==> config.mk <==
export PLATFORM = sky130hd
export DESIGN_NAME = cah_cmd
export DESIGN_NICKNAME = d
export VERILOG_FILES = /design/src/shared/cah_pkg.sv /design/src/shared/cah_div_if.sv /design/src/rtl/cah_div.sv /design/src/rtl/cah_filt.sv /design/src/rtl/cah_cmd.sv
export SDC_FILE = /design/constraint.sdc
export NUM_CORES = 2
export LEC_CHECK = 0
export BUFFER_PORTS_ARGS = -buffer_cell sky130_fd_sc_hd__buf_4
export CAP_MARGIN = 30
export CORE_ASPECT_RATIO = 0.75
export CORE_MARGIN = 10
export CORE_UTILIZATION = 45
export CTS_CLUSTER_DIAMETER = 60
export DETAILED_ROUTE_END_ITERATION = 16
export PLACE_DENSITY = 0.6
export SYNTH_ARGS = -nofsm -noshare
export SYNTH_HDL_FRONTEND = slang
export SYNTH_SLANG_ARGS = --single-unit
==> constraint.sdc <==
create_clock -name i_mclk -period 8.7 [get_ports i_mclk]
set_clock_uncertainty 0.2 [all_clocks]
set_input_delay 0.87 -clock i_mclk [delete_from_list [all_inputs] [get_ports i_mclk]]
set_output_delay 0.87 -clock i_mclk [all_outputs]
set_load 0.02 [all_outputs]
==> src/shared/cah_pkg.sv <==
// Constants and types shared by the command handler and its helpers
package cah_pkg;
  localparam int CLK_HZ   = 100_000_000;
  localparam int MS_PER_S = 1000;
  localparam int MS_CYC   = CLK_HZ / MS_PER_S;
  localparam logic [9:0]  SEC_LAST = 10'(MS_PER_S - 1);
  localparam logic [7:0] CH_CR = 8'h0d, CH_BANG = 8'h21, CH_HASH = 8'h23;
  localparam logic [7:0] CH_DOL = 8'h24, CH_PLUS = 8'h2b, CH_COMMA = 8'h2c;
  localparam logic [7:0] CH_0 = 8'h30, CH_1 = 8'h31, CH_8 = 8'h38;
  localparam logic [7:0] CH_9 = 8'h39, CH_UA = 8'h41, CH_UF = 8'h46;
  localparam logic [7:0] CH_LA = 8'h61, CH_LF = 8'h66;
  localparam logic [7:0] CH_D = 8'h44, CH_K = 8'h4b, CH_L = 8'h4c;
  localparam logic [7:0] CH_R = 8'h52, CH_S = 8'h53, CH_T = 8'h54;
  localparam logic [7:0] CH_U = 8'h55, CH_W = 8'h57;
  localparam logic [3:0]  HEX_ADJ  = 4'h9;
  localparam logic [16:0] PPR_RST  = 17'h003e8;
  localparam logic [16:0] FILT_RST = 17'h00000;
  localparam logic [15:0] PW_RST   = 16'h000a;
  localparam logic [31:0] PW_MAX   = 32'h0000ffff;
  localparam logic [31:0] RPM_MUL  = 32'h0000003c;
  localparam logic [31:0] DEC_BASE = 32'h0000000a;
  localparam logic [3:0] MODE_LEVEL = 4'h0, MODE_LIMIT = 4'h1;
  localparam logic [3:0] MODE_RELOAD = 4'h2, MODE_FREQ = 4'h6;
  localparam logic [4:0] LINE_MAX = 5'h10;
  localparam logic [4:0] POS_LEAD = 5'h00, POS_AHI = 5'h01, POS_ALO = 5'h02;
  localparam logic [4:0] POS_C1 = 5'h03, POS_C2 = 5'h04, POS_C5 = 5'h05;
  localparam logic [4:0] POS_NUM = 5'h06;
  localparam int BUF_LEN = 16;
  localparam logic [3:0] DIG5 = 4'h5, DIG10 = 4'ha;
  // Reply layout: '!' digits [',' digits] CR
  localparam logic [3:0] RP_ACK_LAST = 4'h3, RP_F0END = 4'h5;
  localparam logic [3:0] RP_COMMA = 4'h6, RP_F1END = 4'hb, RP_CR2 = 4'hc;
  localparam logic [3:0] RP_CR1 = 4'h6, RP_MSEP = 4'h2, RP_MEND = 4'hc;
  localparam logic [3:0] RP_MCR = 4'hd;
  typedef enum logic [1:0] {
    ST_RX   = 2'b00,
    ST_CALC = 2'b01,
    ST_FMT  = 2'b10,
    ST_TX   = 2'b11
  } cah_state_t;
endpackage

==> src/shared/cah_div_if.sv <==
// Request and answer wires between command handler and divider
`timescale 1ns/1ps
`default_nettype none
interface cah_div_if;
  logic        start;
  logic [31:0] num;
  logic [31:0] den;
  logic [31:0] quo;
  logic [31:0] rem;
  logic        done;
  modport master (output start, num, den, input quo, rem, done);
  modport slave  (input start, num, den, output quo, rem, done);
endinterface
`default_nettype wire

==> src/rtl/cah_div.sv <==
// Restoring 32-bit divider, one quotient bit per cycle
`timescale 1ns/1ps
`default_nettype none
module cah_div (
  input  wire logic i_mclk,
  input  wire logic i_rst_n,
  cah_div_if.slave  d
);
  logic [5:0]  cnt_r;
  logic [31:0] q_r;
  logic [31:0] r_r;
  logic [31:0] den_r;
  logic        busy_r;
  logic        done_r;
  logic [32:0] trial;

  assign trial  = {r_r, q_r[31]};
  assign d.quo  = q_r;
  assign d.rem  = r_r;
  assign d.done = done_r;

  // Zero divisor gives an all-ones quotient rather than hanging
  always_ff @(posedge i_mclk) begin
    if (!i_rst_n) begin
      cnt_r  <= 6'h00;
      q_r    <= 32'h0;
      r_r    <= 32'h0;
      den_r  <= 32'h0;
      busy_r <= 1'b0;
      done_r <= 1'b0;
    end else begin
      done_r <= 1'b0;
      if (d.start && !busy_r) begin
        q_r    <= d.num;
        r_r    <= 32'h0;
        den_r  <= d.den;
        cnt_r  <= 6'h20;
        busy_r <= 1'b1;
      end else if (busy_r) begin
        if (trial >= {1'b0, den_r}) begin
          r_r <= 32'(trial - {1'b0, den_r});
          q_r <= {q_r[30:0], 1'b1};
        end else begin
          r_r <= trial[31:0];
          q_r <= {q_r[30:0], 1'b0};
        end
        cnt_r <= cnt_r - 6'h01;
        if (cnt_r == 6'h01) begin
          busy_r <= 1'b0;
          done_r <= 1'b1;
        end
      end
    end
  end
endmodule // cah_div
`default_nettype wire

==> src/rtl/cah_filt.sv <==
// Input synchroniser, debounce filter and per-second edge counter
`timescale 1ns/1ps
`default_nettype none
module cah_filt (
  input  wire logic        i_mclk,
  input  wire logic        i_rst_n,
  input  wire logic        i_pin,
  input  wire logic        i_ms_tick,
  input  wire logic        i_sec_tick,
  input  wire logic [16:0] i_filt_ms,
  output logic             o_rise,
  output logic [31:0]      o_freq
);
  logic [2:0]  sync_r;
  logic        lvl_r;
  logic [16:0] ms_r;
  logic [31:0] edges_r;
  logic        take;

  always_ff @(posedge i_mclk) begin
    if (!i_rst_n) sync_r <= 3'h0;
    else          sync_r <= {sync_r[1:0], i_pin};
  end

  // Strictly above the setting, since the first tick is partial
  assign take = (sync_r[1] == sync_r[2]) && (sync_r[2] != lvl_r)
                && (i_filt_ms == 17'h0 || ms_r > i_filt_ms);

  always_ff @(posedge i_mclk) begin
    if (!i_rst_n) begin
      lvl_r  <= 1'b0;
      ms_r   <= 17'h0;
      o_rise <= 1'b0;
    end else begin
      o_rise <= take && sync_r[2];
      if (take || sync_r[1] != sync_r[2] || sync_r[2] == lvl_r) begin
        ms_r <= 17'h0;
        if (take) lvl_r <= sync_r[2];
      end else if (i_ms_tick) begin
        ms_r <= ms_r + 17'h1;
      end
    end
  end

  always_ff @(posedge i_mclk) begin
    if (!i_rst_n) begin
      edges_r <= 32'h0;
      o_freq  <= 32'h0;
    end else if (i_sec_tick) begin
      o_freq  <= edges_r;
      edges_r <= {31'h0, o_rise};
    end else if (o_rise) begin
      edges_r <= edges_r + 32'h1;
    end
  end
endmodule // cah_filt
`default_nettype wire

==> src/rtl/cah_cmd.sv <==
// ASCII command handler for the two-channel counter and alarm output
`timescale 1ns/1ps
`default_nettype none
// What this block does
// - Speed query answers both channel speeds, five digits, rpm, comma separated
// - Speed query with channel digit answers that channel only
// - Pulses-per-revolution set per channel 0 or 1; default 1000
// - Speed is rate times sixty divided by that channel's pulses per rev
// - Pulses-per-rev read answers both values, first channel first
// - Filter time in ms set per channel; default zero
// - New filter time acts only after the next restart
// - Filter read answers both filter times, first channel first
// - Save flag 1 keeps counts over power loss; 0, default, clears
// - Mode set takes hex mode and decimal value; default level, low
// - Mode 1 drives output high once count exceeds the limit
// - Counter clear releases the limit alarm unless count still exceeds the limit
// - Mode 2 resets counter at the value and pulses output
// - Mode 6 output high while first channel rate exceeds value
// - Mode read answers mode code, comma, value
// - Alarm pulse width 1 to 65535 ms, default 10 ms
// - Pulse width read answers five decimal digits
// - Level write drives the pin only in mode 0
// - Every command and reply ends with carriage return
// - Two hex address characters; other addresses are ignored
module cah_cmd
  import cah_pkg::*;
#(
  parameter int MS_CYCLES = MS_CYC
) (
  input  wire logic        i_mclk,
  input  wire logic        i_rst_n,
  input  wire logic [7:0]  i_addr,
  input  wire logic        i_restart,
  input  wire logic [7:0]  i_rx_data,
  input  wire logic        i_rx_valid,
  input  wire logic        i_tx_ready,
  input  wire logic [1:0]  i_pulse_input_channel,
  input  wire logic [31:0] i_enc_count,
  input  wire logic        i_count_clear,
  output logic [7:0]       o_tx_data,
  output logic             o_tx_valid,
  output logic [1:0]       o_edge,
  output logic             o_count_reset,
  output logic             o_do,
  output logic             o_retain_counts
);
  localparam logic [16:0] MS_LAST = 17'(MS_CYCLES - 1);

  cah_state_t  st_r;
  logic [4:0]  idx_r;
  logic [7:0]  lead_r, ahi_r, alo_r, c1_r, c2_r, c5_r;
  logic [31:0] acc_r, acc5_r;
  logic [3:0]  nd_r, nd5_r;
  logic        bad_r;
  logic [16:0] ppr_r [2];
  logic [16:0] fset_r [2];
  logic [16:0] fact_r [2];
  logic [15:0] pw_r;
  logic [3:0]  mode_r;
  logic [31:0] par_r;
  logic        lvl_r, save_r, alarm_r, crst_r, do_r;
  logic [15:0] pwc_r;
  logic [16:0] msc_r;
  logic [9:0]  secc_r;
  logic        ms_tick_r, sec_tick_r;
  logic [31:0] freq [2];
  logic [7:0]  buf_r [BUF_LEN];
  logic [3:0]  len_r, pos_r, wp_r, dl_r;
  logic        fld_r, two_r, k_r, pend_r, ds_r;
  logic [31:0] cur_r, v1_r, dnum_r, dden_r;
  logic [16:0] den0_r, den1_r;
  logic [7:0]  txd_r;
  logic        txv_r;
  logic [4:0]  ha, hl, hm;
  logic        rx_cr, is_dig, dol, c5_ch, c2_ch, num5, addr_ok, reach;
  logic        op_spd_all, op_spd_one, op_ppr_w, op_ppr_r, op_flt_w;
  logic        op_flt_r, op_save, op_mode_w, op_mode_r, op_pw_w, op_pw_r;
  logic        op_lvl_w, ack, rd, go;

  function automatic logic [4:0] hexv(input logic [7:0] c);
    if (c >= CH_0 && c <= CH_9)
      hexv = {1'b1, c[3:0]};
    else if ((c >= CH_UA && c <= CH_UF) || (c >= CH_LA && c <= CH_LF))
      hexv = {1'b1, 4'(c[3:0] + HEX_ADJ)};
    else
      hexv = 5'h00;
  endfunction

  function automatic logic [31:0] dec_acc(input logic [31:0] a,
                                          input logic [7:0]  c);
    dec_acc = (a << 3) + (a << 1) + {28'h0, c[3:0]};
  endfunction

  cah_div_if div_if ();
  assign div_if.start = ds_r;
  assign div_if.num   = dnum_r;
  assign div_if.den   = dden_r;
  cah_div u_div (
    .i_mclk  (i_mclk),
    .i_rst_n (i_rst_n),
    .d       (div_if.slave)
  );

  for (genvar g = 0; g < 2; g++) begin : g_ch
    cah_filt u_filt (
      .i_mclk     (i_mclk),
      .i_rst_n    (i_rst_n),
      .i_pin      (i_pulse_input_channel[g]),
      .i_ms_tick  (ms_tick_r),
      .i_sec_tick (sec_tick_r),
      .i_filt_ms  (fact_r[g]),
      .o_rise     (o_edge[g]),
      .o_freq     (freq[g])
    );
  end

  // Millisecond and second enables from one divider chain
  always_ff @(posedge i_mclk) begin
    if (!i_rst_n) begin
      msc_r      <= 17'h0;
      secc_r     <= 10'h0;
      ms_tick_r  <= 1'b0;
      sec_tick_r <= 1'b0;
    end else begin
      ms_tick_r  <= msc_r == MS_LAST;
      sec_tick_r <= ms_tick_r && secc_r == SEC_LAST;
      msc_r      <= (msc_r == MS_LAST) ? 17'h0 : msc_r + 17'h1;
      if (ms_tick_r) secc_r <= (secc_r == SEC_LAST) ? 10'h0 : secc_r + 10'h1;
    end
  end

  // Line parser; fields are cleared at every CR so stale data never matches
  assign rx_cr  = i_rx_valid && i_rx_data == CH_CR;
  assign is_dig = i_rx_data >= CH_0 && i_rx_data <= CH_9;
  always_ff @(posedge i_mclk) begin
    if (!i_rst_n || rx_cr) begin
      idx_r  <= 5'h0;
      {lead_r, ahi_r, alo_r, c1_r, c2_r, c5_r} <= 48'h0;
      acc_r  <= 32'h0;
      acc5_r <= 32'h0;
      nd_r   <= 4'h0;
      nd5_r  <= 4'h0;
      bad_r  <= 1'b0;
    end else if (i_rx_valid) begin
      if (idx_r != LINE_MAX) idx_r <= idx_r + 5'h1;
      else                   bad_r <= 1'b1;
      case (idx_r)
        POS_LEAD: lead_r <= i_rx_data;
        POS_AHI:  ahi_r  <= i_rx_data;
        POS_ALO:  alo_r  <= i_rx_data;
        POS_C1:   c1_r   <= i_rx_data;
        POS_C2:   c2_r   <= i_rx_data;
        POS_C5:   c5_r   <= i_rx_data;
        default:  ;
      endcase
      if (idx_r >= POS_C5 && is_dig) begin
        acc5_r <= dec_acc(acc5_r, i_rx_data);
        nd5_r  <= nd5_r + 4'h1;
      end
      if (idx_r >= POS_NUM) begin
        if (is_dig) begin
          acc_r <= dec_acc(acc_r, i_rx_data);
          nd_r  <= nd_r + 4'h1;
        end else if (i_rx_data != CH_COMMA && i_rx_data != CH_PLUS) begin
          bad_r <= 1'b1;
        end
      end
    end
  end

  always_comb begin
    ha      = hexv(ahi_r);
    hl      = hexv(alo_r);
    hm      = hexv(c5_r);
    addr_ok = ha[4] && hl[4] && {ha[3:0], hl[3:0]} == i_addr
              && !bad_r;
    dol     = lead_r == CH_DOL;
    c5_ch   = c5_r == CH_0 || c5_r == CH_1;
    c2_ch   = c2_r == CH_0 || c2_r == CH_1;
    num5    = nd_r != 4'h0 && nd_r <= DIG5;
    op_spd_all = lead_r == CH_HASH && c1_r == CH_8 && idx_r == POS_C2;
    op_spd_one = lead_r == CH_HASH && c1_r == CH_8 && idx_r == POS_C5
                 && c2_ch;
    op_ppr_w  = dol && c1_r == CH_D && c2_r == CH_W && c5_ch && num5;
    op_ppr_r  = dol && c1_r == CH_D && c2_r == CH_R && idx_r == POS_C5;
    op_flt_w  = dol && c1_r == CH_L && c2_r == CH_W && c5_ch && num5;
    op_flt_r  = dol && c1_r == CH_L && c2_r == CH_R && idx_r == POS_C5;
    op_save   = dol && c1_r == CH_S && c2_ch && idx_r == POS_C5;
    op_mode_w = dol && c1_r == CH_K && c2_r == CH_W && hm[4]
                && nd_r != 4'h0 && nd_r <= DIG10;
    op_mode_r = dol && c1_r == CH_K && c2_r == CH_R && idx_r == POS_C5;
    op_pw_w   = dol && c1_r == CH_T && c2_r == CH_W && nd5_r != 4'h0
                && nd5_r <= DIG5 && acc5_r != 32'h0
                && acc5_r <= PW_MAX;
    op_pw_r   = dol && c1_r == CH_T && c2_r == CH_R && idx_r == POS_C5;
    op_lvl_w  = dol && c1_r == CH_U && c2_r == CH_W && c5_ch
                && idx_r == POS_NUM;
    ack = op_ppr_w || op_flt_w || op_save || op_mode_w || op_pw_w
          || op_lvl_w;
    rd  = op_spd_all || op_spd_one || op_ppr_r || op_flt_r || op_mode_r
          || op_pw_r;
    go  = rx_cr && st_r == ST_RX && addr_ok && (ack || rd);
  end

  // Settings; no store behind them, so reset means factory values
  always_ff @(posedge i_mclk) begin
    if (!i_rst_n) begin
      ppr_r  <= '{PPR_RST, PPR_RST};
      fset_r <= '{FILT_RST, FILT_RST};
      pw_r   <= PW_RST;
      mode_r <= MODE_LEVEL;
      par_r  <= 32'h0;
      lvl_r  <= 1'b0;
      save_r <= 1'b0;
    end else if (go) begin
      if (op_ppr_w)  ppr_r[c5_r[0]]  <= acc_r[16:0];
      if (op_flt_w)  fset_r[c5_r[0]] <= acc_r[16:0];
      if (op_save)   save_r <= c2_r[0];
      if (op_mode_w) begin
        mode_r <= hm[3:0];
        par_r  <= acc_r;
      end
      if (op_pw_w)  pw_r  <= acc5_r[15:0];
      if (op_lvl_w) lvl_r <= c5_r[0];
    end
  end

  // Filters run on the value captured at the last restart
  always_ff @(posedge i_mclk) begin
    if (!i_rst_n)       fact_r <= '{FILT_RST, FILT_RST};
    else if (i_restart) fact_r <= fset_r;
  end

  a_filt_restart: assert property (
    @(posedge i_mclk) disable iff (!i_rst_n)
    !i_restart |=> fact_r[0] == $past(fact_r[0])
                   && fact_r[1] == $past(fact_r[1]))
    else $error("filter time changed without restart");

  a_ppr_store: assert property (
    @(posedge i_mclk) disable iff (!i_rst_n)
    go && op_ppr_w && c5_r == CH_1 |=> ppr_r[1] == $past(acc_r[16:0]))
    else $error("pulses per rev not stored");

  // Output pin logic
  assign reach = mode_r == MODE_RELOAD && i_enc_count == par_r && !crst_r;

  always_ff @(posedge i_mclk) begin
    if (!i_rst_n) begin
      alarm_r <= 1'b0;
    end else if (mode_r == MODE_LIMIT
                 && $signed(i_enc_count) > $signed(par_r)) begin
      alarm_r <= 1'b1;
    end else if (i_count_clear || mode_r != MODE_LIMIT) begin
      alarm_r <= 1'b0;
    end
  end

  // Width counts ms ticks, so the first ms may be short by under 1 ms
  always_ff @(posedge i_mclk) begin
    if (!i_rst_n) begin
      crst_r <= 1'b0;
      pwc_r  <= 16'h0;
    end else begin
      crst_r <= reach;
      if (reach)                        pwc_r <= pw_r;
      else if (ms_tick_r && pwc_r != 16'h0) pwc_r <= pwc_r - 16'h1;
    end
  end

  always_ff @(posedge i_mclk) begin
    if (!i_rst_n) begin
      do_r <= 1'b0;
    end else begin
      case (mode_r)
        MODE_LEVEL:  do_r <= lvl_r;
        MODE_LIMIT:  do_r <= alarm_r;
        MODE_RELOAD: do_r <= pwc_r != 16'h0;
        MODE_FREQ:   do_r <= freq[0] > par_r;
        default:     do_r <= 1'b0;
      endcase
    end
  end

  a_lvl_mode0: assert property (
    @(posedge i_mclk) disable iff (!i_rst_n)
    mode_r == MODE_LEVEL |=> o_do == $past(lvl_r))
    else $error("level write not on pin");

  a_freq_mode6: assert property (
    @(posedge i_mclk) disable iff (!i_rst_n)
    mode_r == MODE_FREQ && freq[0] > par_r |=> o_do)
    else $error("frequency alarm missing");

  a_limit_set: assert property (
    @(posedge i_mclk) disable iff (!i_rst_n)
    mode_r == MODE_LIMIT && $signed(i_enc_count) > $signed(par_r)
    ##1 mode_r == MODE_LIMIT |=> o_do)
    else $error("limit alarm not raised");

  a_clear_alarm: assert property (
    @(posedge i_mclk) disable iff (!i_rst_n)
    i_count_clear && !($signed(i_enc_count) > $signed(par_r)) |=> !alarm_r)
    else $error("clear did not release alarm");

  a_reload_pulse: assert property (
    @(posedge i_mclk) disable iff (!i_rst_n)
    reach ##1 mode_r == MODE_RELOAD && !ms_tick_r
    |=> o_do && pwc_r == $past(pw_r, 2))
    else $error("reload pulse missing");

  // Reply builder: skeleton written at once, digits filled by division
  always_ff @(posedge i_mclk) begin
    if (!i_rst_n) begin
      st_r  <= ST_RX;
      buf_r <= '{default: 8'h00};
      {len_r, pos_r, wp_r, dl_r} <= 16'h0;
      {fld_r, two_r, k_r, pend_r, ds_r, txv_r} <= 6'h0;
      {cur_r, v1_r, dnum_r, dden_r} <= 128'h0;
      den0_r <= 17'h0;
      den1_r <= 17'h0;
      txd_r  <= 8'h00;
    end else begin
      ds_r <= 1'b0;
      case (st_r)
        ST_RX: if (go) begin
          buf_r[0] <= CH_BANG;
          pos_r    <= 4'h0;
          fld_r    <= 1'b0;
          k_r      <= 1'b0;
          two_r    <= op_spd_all || op_ppr_r || op_flt_r;
          wp_r     <= RP_F0END;
          dl_r     <= DIG5;
          if (ack) begin
            buf_r[1] <= ahi_r;
            buf_r[2] <= alo_r;
            buf_r[3] <= CH_CR;
            len_r    <= RP_ACK_LAST;
            txv_r    <= 1'b1;
            txd_r    <= CH_BANG;
            st_r     <= ST_TX;
          end else begin
            if (op_spd_all || op_ppr_r || op_flt_r) begin
              buf_r[RP_COMMA] <= CH_COMMA;
              buf_r[RP_CR2]   <= CH_CR;
              len_r           <= RP_CR2;
            end else begin
              buf_r[RP_CR1] <= CH_CR;
              len_r         <= RP_CR1;
            end
            st_r <= ST_FMT;
            if (op_spd_all || op_spd_one) begin
              cur_r  <= 32'(freq[op_spd_one & c2_r[0]] * RPM_MUL);
              den0_r <= ppr_r[op_spd_one & c2_r[0]];
              v1_r   <= 32'(freq[1] * RPM_MUL);
              den1_r <= ppr_r[1];
              st_r   <= ST_CALC;
            end
            if (op_ppr_r) begin
              cur_r <= {15'h0, ppr_r[0]};
              v1_r  <= {15'h0, ppr_r[1]};
            end
            if (op_flt_r) begin
              cur_r <= {15'h0, fset_r[0]};
              v1_r  <= {15'h0, fset_r[1]};
            end
            if (op_pw_r) cur_r <= {16'h0, pw_r};
            if (op_mode_r) begin
              buf_r[1]       <= (mode_r > 4'h9) ?
                                8'(CH_UA + {4'h0, mode_r - 4'ha}) :
                                8'(CH_0 + {4'h0, mode_r});
              buf_r[RP_MSEP] <= CH_COMMA;
              buf_r[RP_MCR]  <= CH_CR;
              len_r          <= RP_MCR;
              cur_r          <= par_r;
              wp_r           <= RP_MEND;
              dl_r           <= DIG10;
            end
          end
        end
        ST_CALC: if (!pend_r) begin
          ds_r   <= 1'b1;
          dnum_r <= k_r ? v1_r : cur_r;
          dden_r <= {15'h0, k_r ? den1_r : den0_r};
          pend_r <= 1'b1;
        end else if (div_if.done) begin
          pend_r <= 1'b0;
          k_r    <= 1'b1;
          if (k_r) v1_r  <= div_if.quo;
          else     cur_r <= div_if.quo;
          if (k_r || !two_r) st_r <= ST_FMT;
        end
        ST_FMT: if (!pend_r) begin
          ds_r   <= 1'b1;
          dnum_r <= cur_r;
          dden_r <= DEC_BASE;
          pend_r <= 1'b1;
        end else if (div_if.done) begin
          pend_r      <= 1'b0;
          buf_r[wp_r] <= 8'(CH_0 + {4'h0, div_if.rem[3:0]});
          cur_r       <= div_if.quo;
          wp_r        <= wp_r - 4'h1;
          dl_r        <= dl_r - 4'h1;
          if (dl_r == 4'h1) begin
            if (two_r && !fld_r) begin
              fld_r <= 1'b1;
              cur_r <= v1_r;
              wp_r  <= RP_F1END;
              dl_r  <= DIG5;
            end else begin
              txv_r <= 1'b1;
              txd_r <= CH_BANG;
              st_r  <= ST_TX;
            end
          end
        end
        ST_TX: if (i_tx_ready) begin
          if (pos_r == len_r) begin
            txv_r <= 1'b0;
            st_r  <= ST_RX;
          end else begin
            pos_r <= pos_r + 4'h1;
            txd_r <= buf_r[pos_r + 4'h1];
          end
        end
        default: st_r <= ST_RX;
      endcase
    end
  end

  a_reply_cr: assert property (
    @(posedge i_mclk) disable iff (!i_rst_n)
    o_tx_valid && i_tx_ready && pos_r == len_r |-> o_tx_data == CH_CR)
    else $error("reply not ended by CR");

  a_ack_start: assert property (
    @(posedge i_mclk) disable iff (!i_rst_n)
    go && ack |=> o_tx_valid && o_tx_data == CH_BANG
                  ##1 ($past(i_tx_ready) ? o_tx_data == $past(ahi_r, 2)
                                         : o_tx_data == CH_BANG))
    else $error("ack reply malformed");

  a_foreign_addr: assert property (
    @(posedge i_mclk) disable iff (!i_rst_n)
    rx_cr && st_r == ST_RX && !addr_ok |=> !o_tx_valid [*2])
    else $error("answered foreign address");

  assign o_tx_data       = txd_r;
  assign o_tx_valid      = txv_r;
  assign o_count_reset   = crst_r;
  assign o_do            = do_r;
  assign o_retain_counts = save_r;
endmodule // cah_cmd
`default_nettype wire

# [Yosys cells after proc, flatten, opt, wreduce, memory -nomap -nowiden]
# Cells that the tools add are included.
[op_classes] magnitude_cmp=38 addsub=26 div_mod_pow=0 reduce_logical=169 n_mul=2 n_shift=0 n_eq_ne=70 bitwise_logic=8 n_mux=161
[op_table] cell="$mux 32" n=34
[op_table] cell="$mux 128" n=2
[op_table] cell="$pmux 32 s2" n=4
[op_table] cell="$mux 8" n=17
[op_table] cell="$bwmux 128" n=1
[op_table] cell="$mux 16" n=6
[op_table] cell="$pmux 32 s3" n=1
[op_table] cell="$mux 17" n=5
[op_table] cell="$mux 4" n=20
[op_table] cell="$logic_and 1x1->1" n=73
[op_table] cell="$bwmux 34" n=2
[op_table] cell="$add 32x1->32 const B" n=2
[op_table] cell="$add 32x32->32" n=2
[op_table] cell="$add 32x4->32" n=2
[op_table] cell="$eq 8x7->1 const B" n=8
[op_table] cell="$gt 32x32->1" n=2
[op_table] cell="$mul 32x4->30 const B" n=2
[op_table] cell="$eq 8x6->1 const B" n=7
[op_table] cell="$add 17x1->17 const B" n=3
[op_table] cell="$ge 8x7->1 const B" n=6
[op_table] cell="$le 8x7->1 const B" n=6
[op_table] cell="$reduce_and 2->1" n=18
[op_table] cell="$gt 17x17->1" n=2
[op_table] cell="$logic_not 17->1" n=2
[op_table] cell="87 further kinds" n=247
[word_totals] ff_bits=928 latch_bits=0 word_cells=560 romBits=0 memories=0 mem_bits_rw=0 inputBits=56 output_inout_bits=14

# [Longest topological paths before layout]
[depth] word_depth=18 ltp_mapped=24 depth_no_buf=22

# [Cells and area by module]
# From an unflattened synthesis, not the netlist that was laid out.
[unflattened] hier_cells=6230 hier_area_um2=52440.3
[by_module_without_submodules] mod="cah_cmd" seq_area_each_um2=11951.5 cells_per_inst=4569 n_inst=1 area_each_um2=38336.8
[by_module_without_submodules] mod="cah_div" seq_area_each_um2=2082.0 cells_per_inst=801 n_inst=1 area_each_um2=6175.9
[by_module_without_submodules] mod="cah_filt (g_ch[1].u_filt)" seq_area_each_um2=1721.7 cells_per_inst=435 n_inst=1 area_each_um2=3977.6
[by_module_without_submodules] mod="cah_filt (g_ch[0].u_filt)" seq_area_each_um2=1721.7 cells_per_inst=425 n_inst=1 area_each_um2=3950.0

# [Least setup slack after synthesis]
# Ideal clock, no wire load.
[synth_path] path_type="reg-to-reg" startpoint="register idx_r[1]" endpoint="register cur_r[29]" period_less_slack_ns=6.167 setup_ns=0.117 arrival_ns=5.850 n_path_buf=2 stages_incl_launch_ff=24 required_time_ns=8.383 setup_slack_ns=2.533 path_cell_list="dfxtp_1 > inv_1 > ha_1 > or3b_2 > nor4_2 > nand4_1 > buf_1 > clkbuf_1 > mux2i_1 > inv_1 > fa_1 > inv_1 > fa_1 > inv_1 > ha_1 > nand4_1 > or3_1 > a211oi_1 > o31ai_1 > o211ai_1 > a21oi_1 > xnor2_1 > a221o_1 > a32o_1"
[synth_between] elab_chain_len=17 word_cells_on_any_way=41 classes_between="mul: 1; eq/ne: 6; mux: 11; bitwise: 2; reduce/logical: 21"
[synth_lines] element="start: declaration" line_no="cah_cmd.sv:50" rtl="logic [4:0] idx_r;"
[synth_lines] element="start signal: assignment" line_no="cah_cmd.sv:145" rtl="if (idx_r != LINE_MAX) idx_r <= idx_r + 5'h1;"
[synth_lines] element="$eq 5x3->1"
[synth_lines] element="$logic_and 1x1->1" line_no="cah_cmd.sv:182" rtl="op_spd_one = lead_r == CH_HASH && c1_r == CH_8 && idx_r == POS_C5"
[synth_lines] element="$logic_and 1x1->1" line_no="cah_cmd.sv:183" rtl="&& c2_ch;"
[synth_lines] element="$and 1x1->1" line_no="cah_cmd.sv:353" rtl="cur_r <= 32'(freq[op_spd_one & c2_r[0]] * RPM_MUL);"
[synth_lines] element="$not 1->2 (implied by the code)" line_no="cah_cmd.sv:353"
[synth_lines] element="$mux 32 (implied by the code) (3 in a row)" line_no="cah_cmd.sv:353"
[synth_lines] element="$mul 32x4->30" line_no="cah_cmd.sv:353"
[synth_lines] element="$mux 32" line_no="cah_cmd.sv:352" rtl="if (op_spd_all || op_spd_one) begin"
[synth_lines] element="$mux 32" line_no="cah_cmd.sv:359" rtl="if (op_ppr_r) begin"
[synth_lines] element="$mux 32" line_no="cah_cmd.sv:363" rtl="if (op_flt_r) begin"
[synth_lines] element="$mux 32" line_no="cah_cmd.sv:367" rtl="if (op_pw_r) cur_r <= {16'h0, pw_r};"
[synth_lines] element="$mux 32" line_no="cah_cmd.sv:368" rtl="if (op_mode_r) begin"
[synth_lines] element="$mux 32" line_no="cah_cmd.sv:334" rtl="if (ack) begin"
[synth_lines] element="$mux 32" line_no="cah_cmd.sv:326" rtl="ST_RX: if (go) begin"
[synth_lines] element="$pmux 32 s3" line_no="cah_cmd.sv:325" rtl="case (st_r)"
[synth_lines] element="end signal: assignment" line_no="cah_cmd.sv:364" rtl="cur_r <= {15'h0, fset_r[0]};"
[synth_lines] element="end signal: assignment" line_no="cah_cmd.sv:367"
[synth_lines] element="end signal: assignment" line_no="cah_cmd.sv:375" rtl="cur_r <= par_r;"
[synth_lines] element="end: declaration" line_no="cah_cmd.sv:70" rtl="logic [31:0] cur_r, v1_r, dnum_r, dden_r;"
# Parallel ways exist; a longest one is shown, timed or not. The select of a mux whose other input is x is not followed.
# A chain may end at the register's enable or synchronous reset.

# [Worst setup path in the final report]
[layout_path] startpoint="register idx_r[1]" endpoint="register cur_r[31]"
# Same word-level chain as after synthesis.

==> reports/metrics.yaml <==
max-vdd-ir-drop_mv: 0.138
regToRegStartpoint: "idx_r[1]"
start_kind: "register"
cts_made_buffers: 95
die_x_um: 406
final_util_pct: 49.9
worstSetupStartpoint: "idx_r[1]"
ios: 70
drv_slew: 0
worstPathBufferInverterCount: 3
start_util_pct: 45.3
ctsResizeCount: 0
cpMaxStageDelayCell: "fa_1"
tns_ns: 0
drive_above_1_share_pct: 7.28
grt_max_degree: 100
hold_class: "primary input to register"
cts_root_buf: "clkbuf_16"
syn_inst: 5884
rsz0062_at_grt: "no"
grt_pass1_wl_um: 232000
synth_edf_count: 0
clock.fmax_ghz: 0.131
power.clock.fraction_pct: 51.8
cts.sinks: 854
worstSetupPathType: "register to register"
switching_share_pct: 23.1
grt.total_usage_pct: 22.8
worstPathRequired_ns: 9.08
portBuffers: 69
fin_nets: 6291
yosysWarnings: 0
critPathTopFamily: "compound AO/OA/AOI/OAI gates"
cpPeakStageDelay_ns: 0.60
ys_ff_latch: 854
synth_top_cell_area_share_pct: 33.9
min_period_ns: 7.61
synth_area_leaders: "dfxtp_1 34%, mux2i_1 8.5%, ha_1 8.5%"
cp.arrival_ns: 7.99
synthFlopType: "dfxtp_1"
finalCritPeriodShare_pct: 87.5
die_h_um: 310
clk_latency_ns: 0.71
cts_tree: "built"
yosysMostFrequentCell: "dfxtp_1"
clockBufferDepth: 3
drc: 0
htreeDepth: 3
wirelength_um: 147000
max-slew-margin-rel_pct: 27.3
viasPerCell: 5.78
gr-total-overflow: 0
core_area_mm2: 0.111
drv_cap: 0
p_leak_nw: 22.7
path_depth: 20
clkTransAtPathRegs_ns: 0.06
r2r_cells: 20
postCtsSetupBuffers: 0
synth_area_mm2: 0.0504
rows: 106
p_sw_mw: 1.97
cp-end-kind: "register"
power.share.sequential_pct: 46.0
powerDensity_mw_per_mm2: 154
path_cells: "inv_1 > ha_1 > or3b_2 > nor4_2 > nand4_1 > buf_4 > mux2i_1 > inv_1 > fa_1 > fa_1 > ha_1 > a211oi_1 > o211ai_1 > and4b_1 > o31ai_1 > o211ai_1 > a31o_2 > xnor2_1 > a221o_1 > a32o_1"
cellInternalPower_mw: 6.57
vias: 42383
syn_nets: 6377
design.die.area_mm2: 0.126
antenna_found_initial: 4
gp_congestion: 0.919
worstHoldStart: "i_pulse_input_channel[0]"
dp_hpwl_um: 106000
antenna_left: 0
grt_pass1_vias: 39114
synth_area_per_cell_um2: 8.57
combPwrFrac_pct: 2.3
area_delta_synth_final_pct: 10.2
yosys.area.top_type: "dfxtp_1"
ys_async_sr_fraction_pct: 0
synth_cell_types: 109
firstDrtPassIters: 6
ys_seq_area_share_pct: 33.9
postCtsHoldBufs: 0
setup_viol: 0
synthTopCellsByCount: "854 x dfxtp_1, 748 x nor2_1, 600 x nand2_1"
wire_per_inst_um: 20.1
fill_cells: 10556
tightest_slew_ns: 1.08
hold_path_depth: 2
status: "completed"
path_max_fanout: 50
diodes: 0
initialDrtViolationCount: 3853
hold_viol: 0
cells in the final DEF, fill, tap and decap left out, types with 67 or more instances in the layout:
cell type and n:
mux2i_1 429, nand3_1 179, a21oi_1 436, ha_1 341, buf_4 137, inv_1 239
nand4_1 88, o21ai_0 193, a211oi_1 120, xnor2_1 149, nand2_1 599, nor3_1 67
fa_1 95, a21o_1 83, xor2_1 142, dfxtp_1 849, nor2_1 746, clkbuf_16 96
power by group through the flow:
stage	combinational [mW]	sequential, mW	clock [mW]
after floorplan	0.126	4.01	0
after global placement	0.190	4.02	0
after detailed placement	0.193	4.02	0
after CTS	0.194	3.93	4.51
after global routing	0.213	3.93	4.66
final	0.195	3.93	4.42
through the flow:
stage	instance area, um2	power, mW	hold slack, ns	instances	setup slack (ns)
final	55600	8.55	0.176	7334	1.09
after global routing	55600	8.80	0.165	7334	0.655
after CTS	55500	8.63	0.132	7331	1.20
after detailed placement	52100	4.21	0.235	7156	1.27
after global placement	52100	4.21	0.232	7153	1.49
after floorplan	50400	4.14	0.212	5884	2.53
layer usage:
metal	part of all wire (%)	track usage, %	routed length [um]	up-vias
met1	49	34.5	73000	20258
met3	6.4	3.55	9490	227
li1	-	-	-	20681
met2	42	33.8	61600	1217
met4	2.3	5.16	3420	0
met5	0	0	0	-
final timing paths:
kind | to | slack (ns)
worst max-delay path | cur_r[31] | 1.09
worst min-delay path | g_ch[0].u_filt.sync_r[0] | 0.18
worst max register to register | cur_r[31] | 1.09
worst min register to register | buf_r[109] | 0.24
cell families after synthesis:
logic type / Yosys count / share of synthesized area, %
mux: 477 / 10.1
fa+ha+maj: 446 / 12.4
compound gates: 1226 / 15.8
xor+xnor: 292 / 5.10
simple gates: 2021 / 18.3
flops: 854 / 33.9
buf+inv: 568 / 4.37
registers in the layout, summed over array words and instances, names as in the netlist, 34 cells and up:
name	count
fact_r	34
g_ch.u_filt.ms_r	34
ppr_r	34
g_ch.u_filt.o_freq	62
buf_r	88
g_ch.u_filt.edges_r	62
fset_r	34
area by class of cell:
| class | count | area [um2] | area share (%) |
|---|---|---|---|
| tap | 1458 | 1820 | 3.28 |
| clock inverter | 61 | 851 | 1.53 |
| inverter | 242 | 916 | 1.65 |
| multi-input combinational | 4462 | 31200 | 56.2 |
| clock buffer | 114 | 2550 | 4.59 |
| sequential | 854 | 17100 | 30.8 |
| timing repair buffer | 143 | 1120 | 2.01 |
No activity file was read; power rests on OpenSTA's default activity.
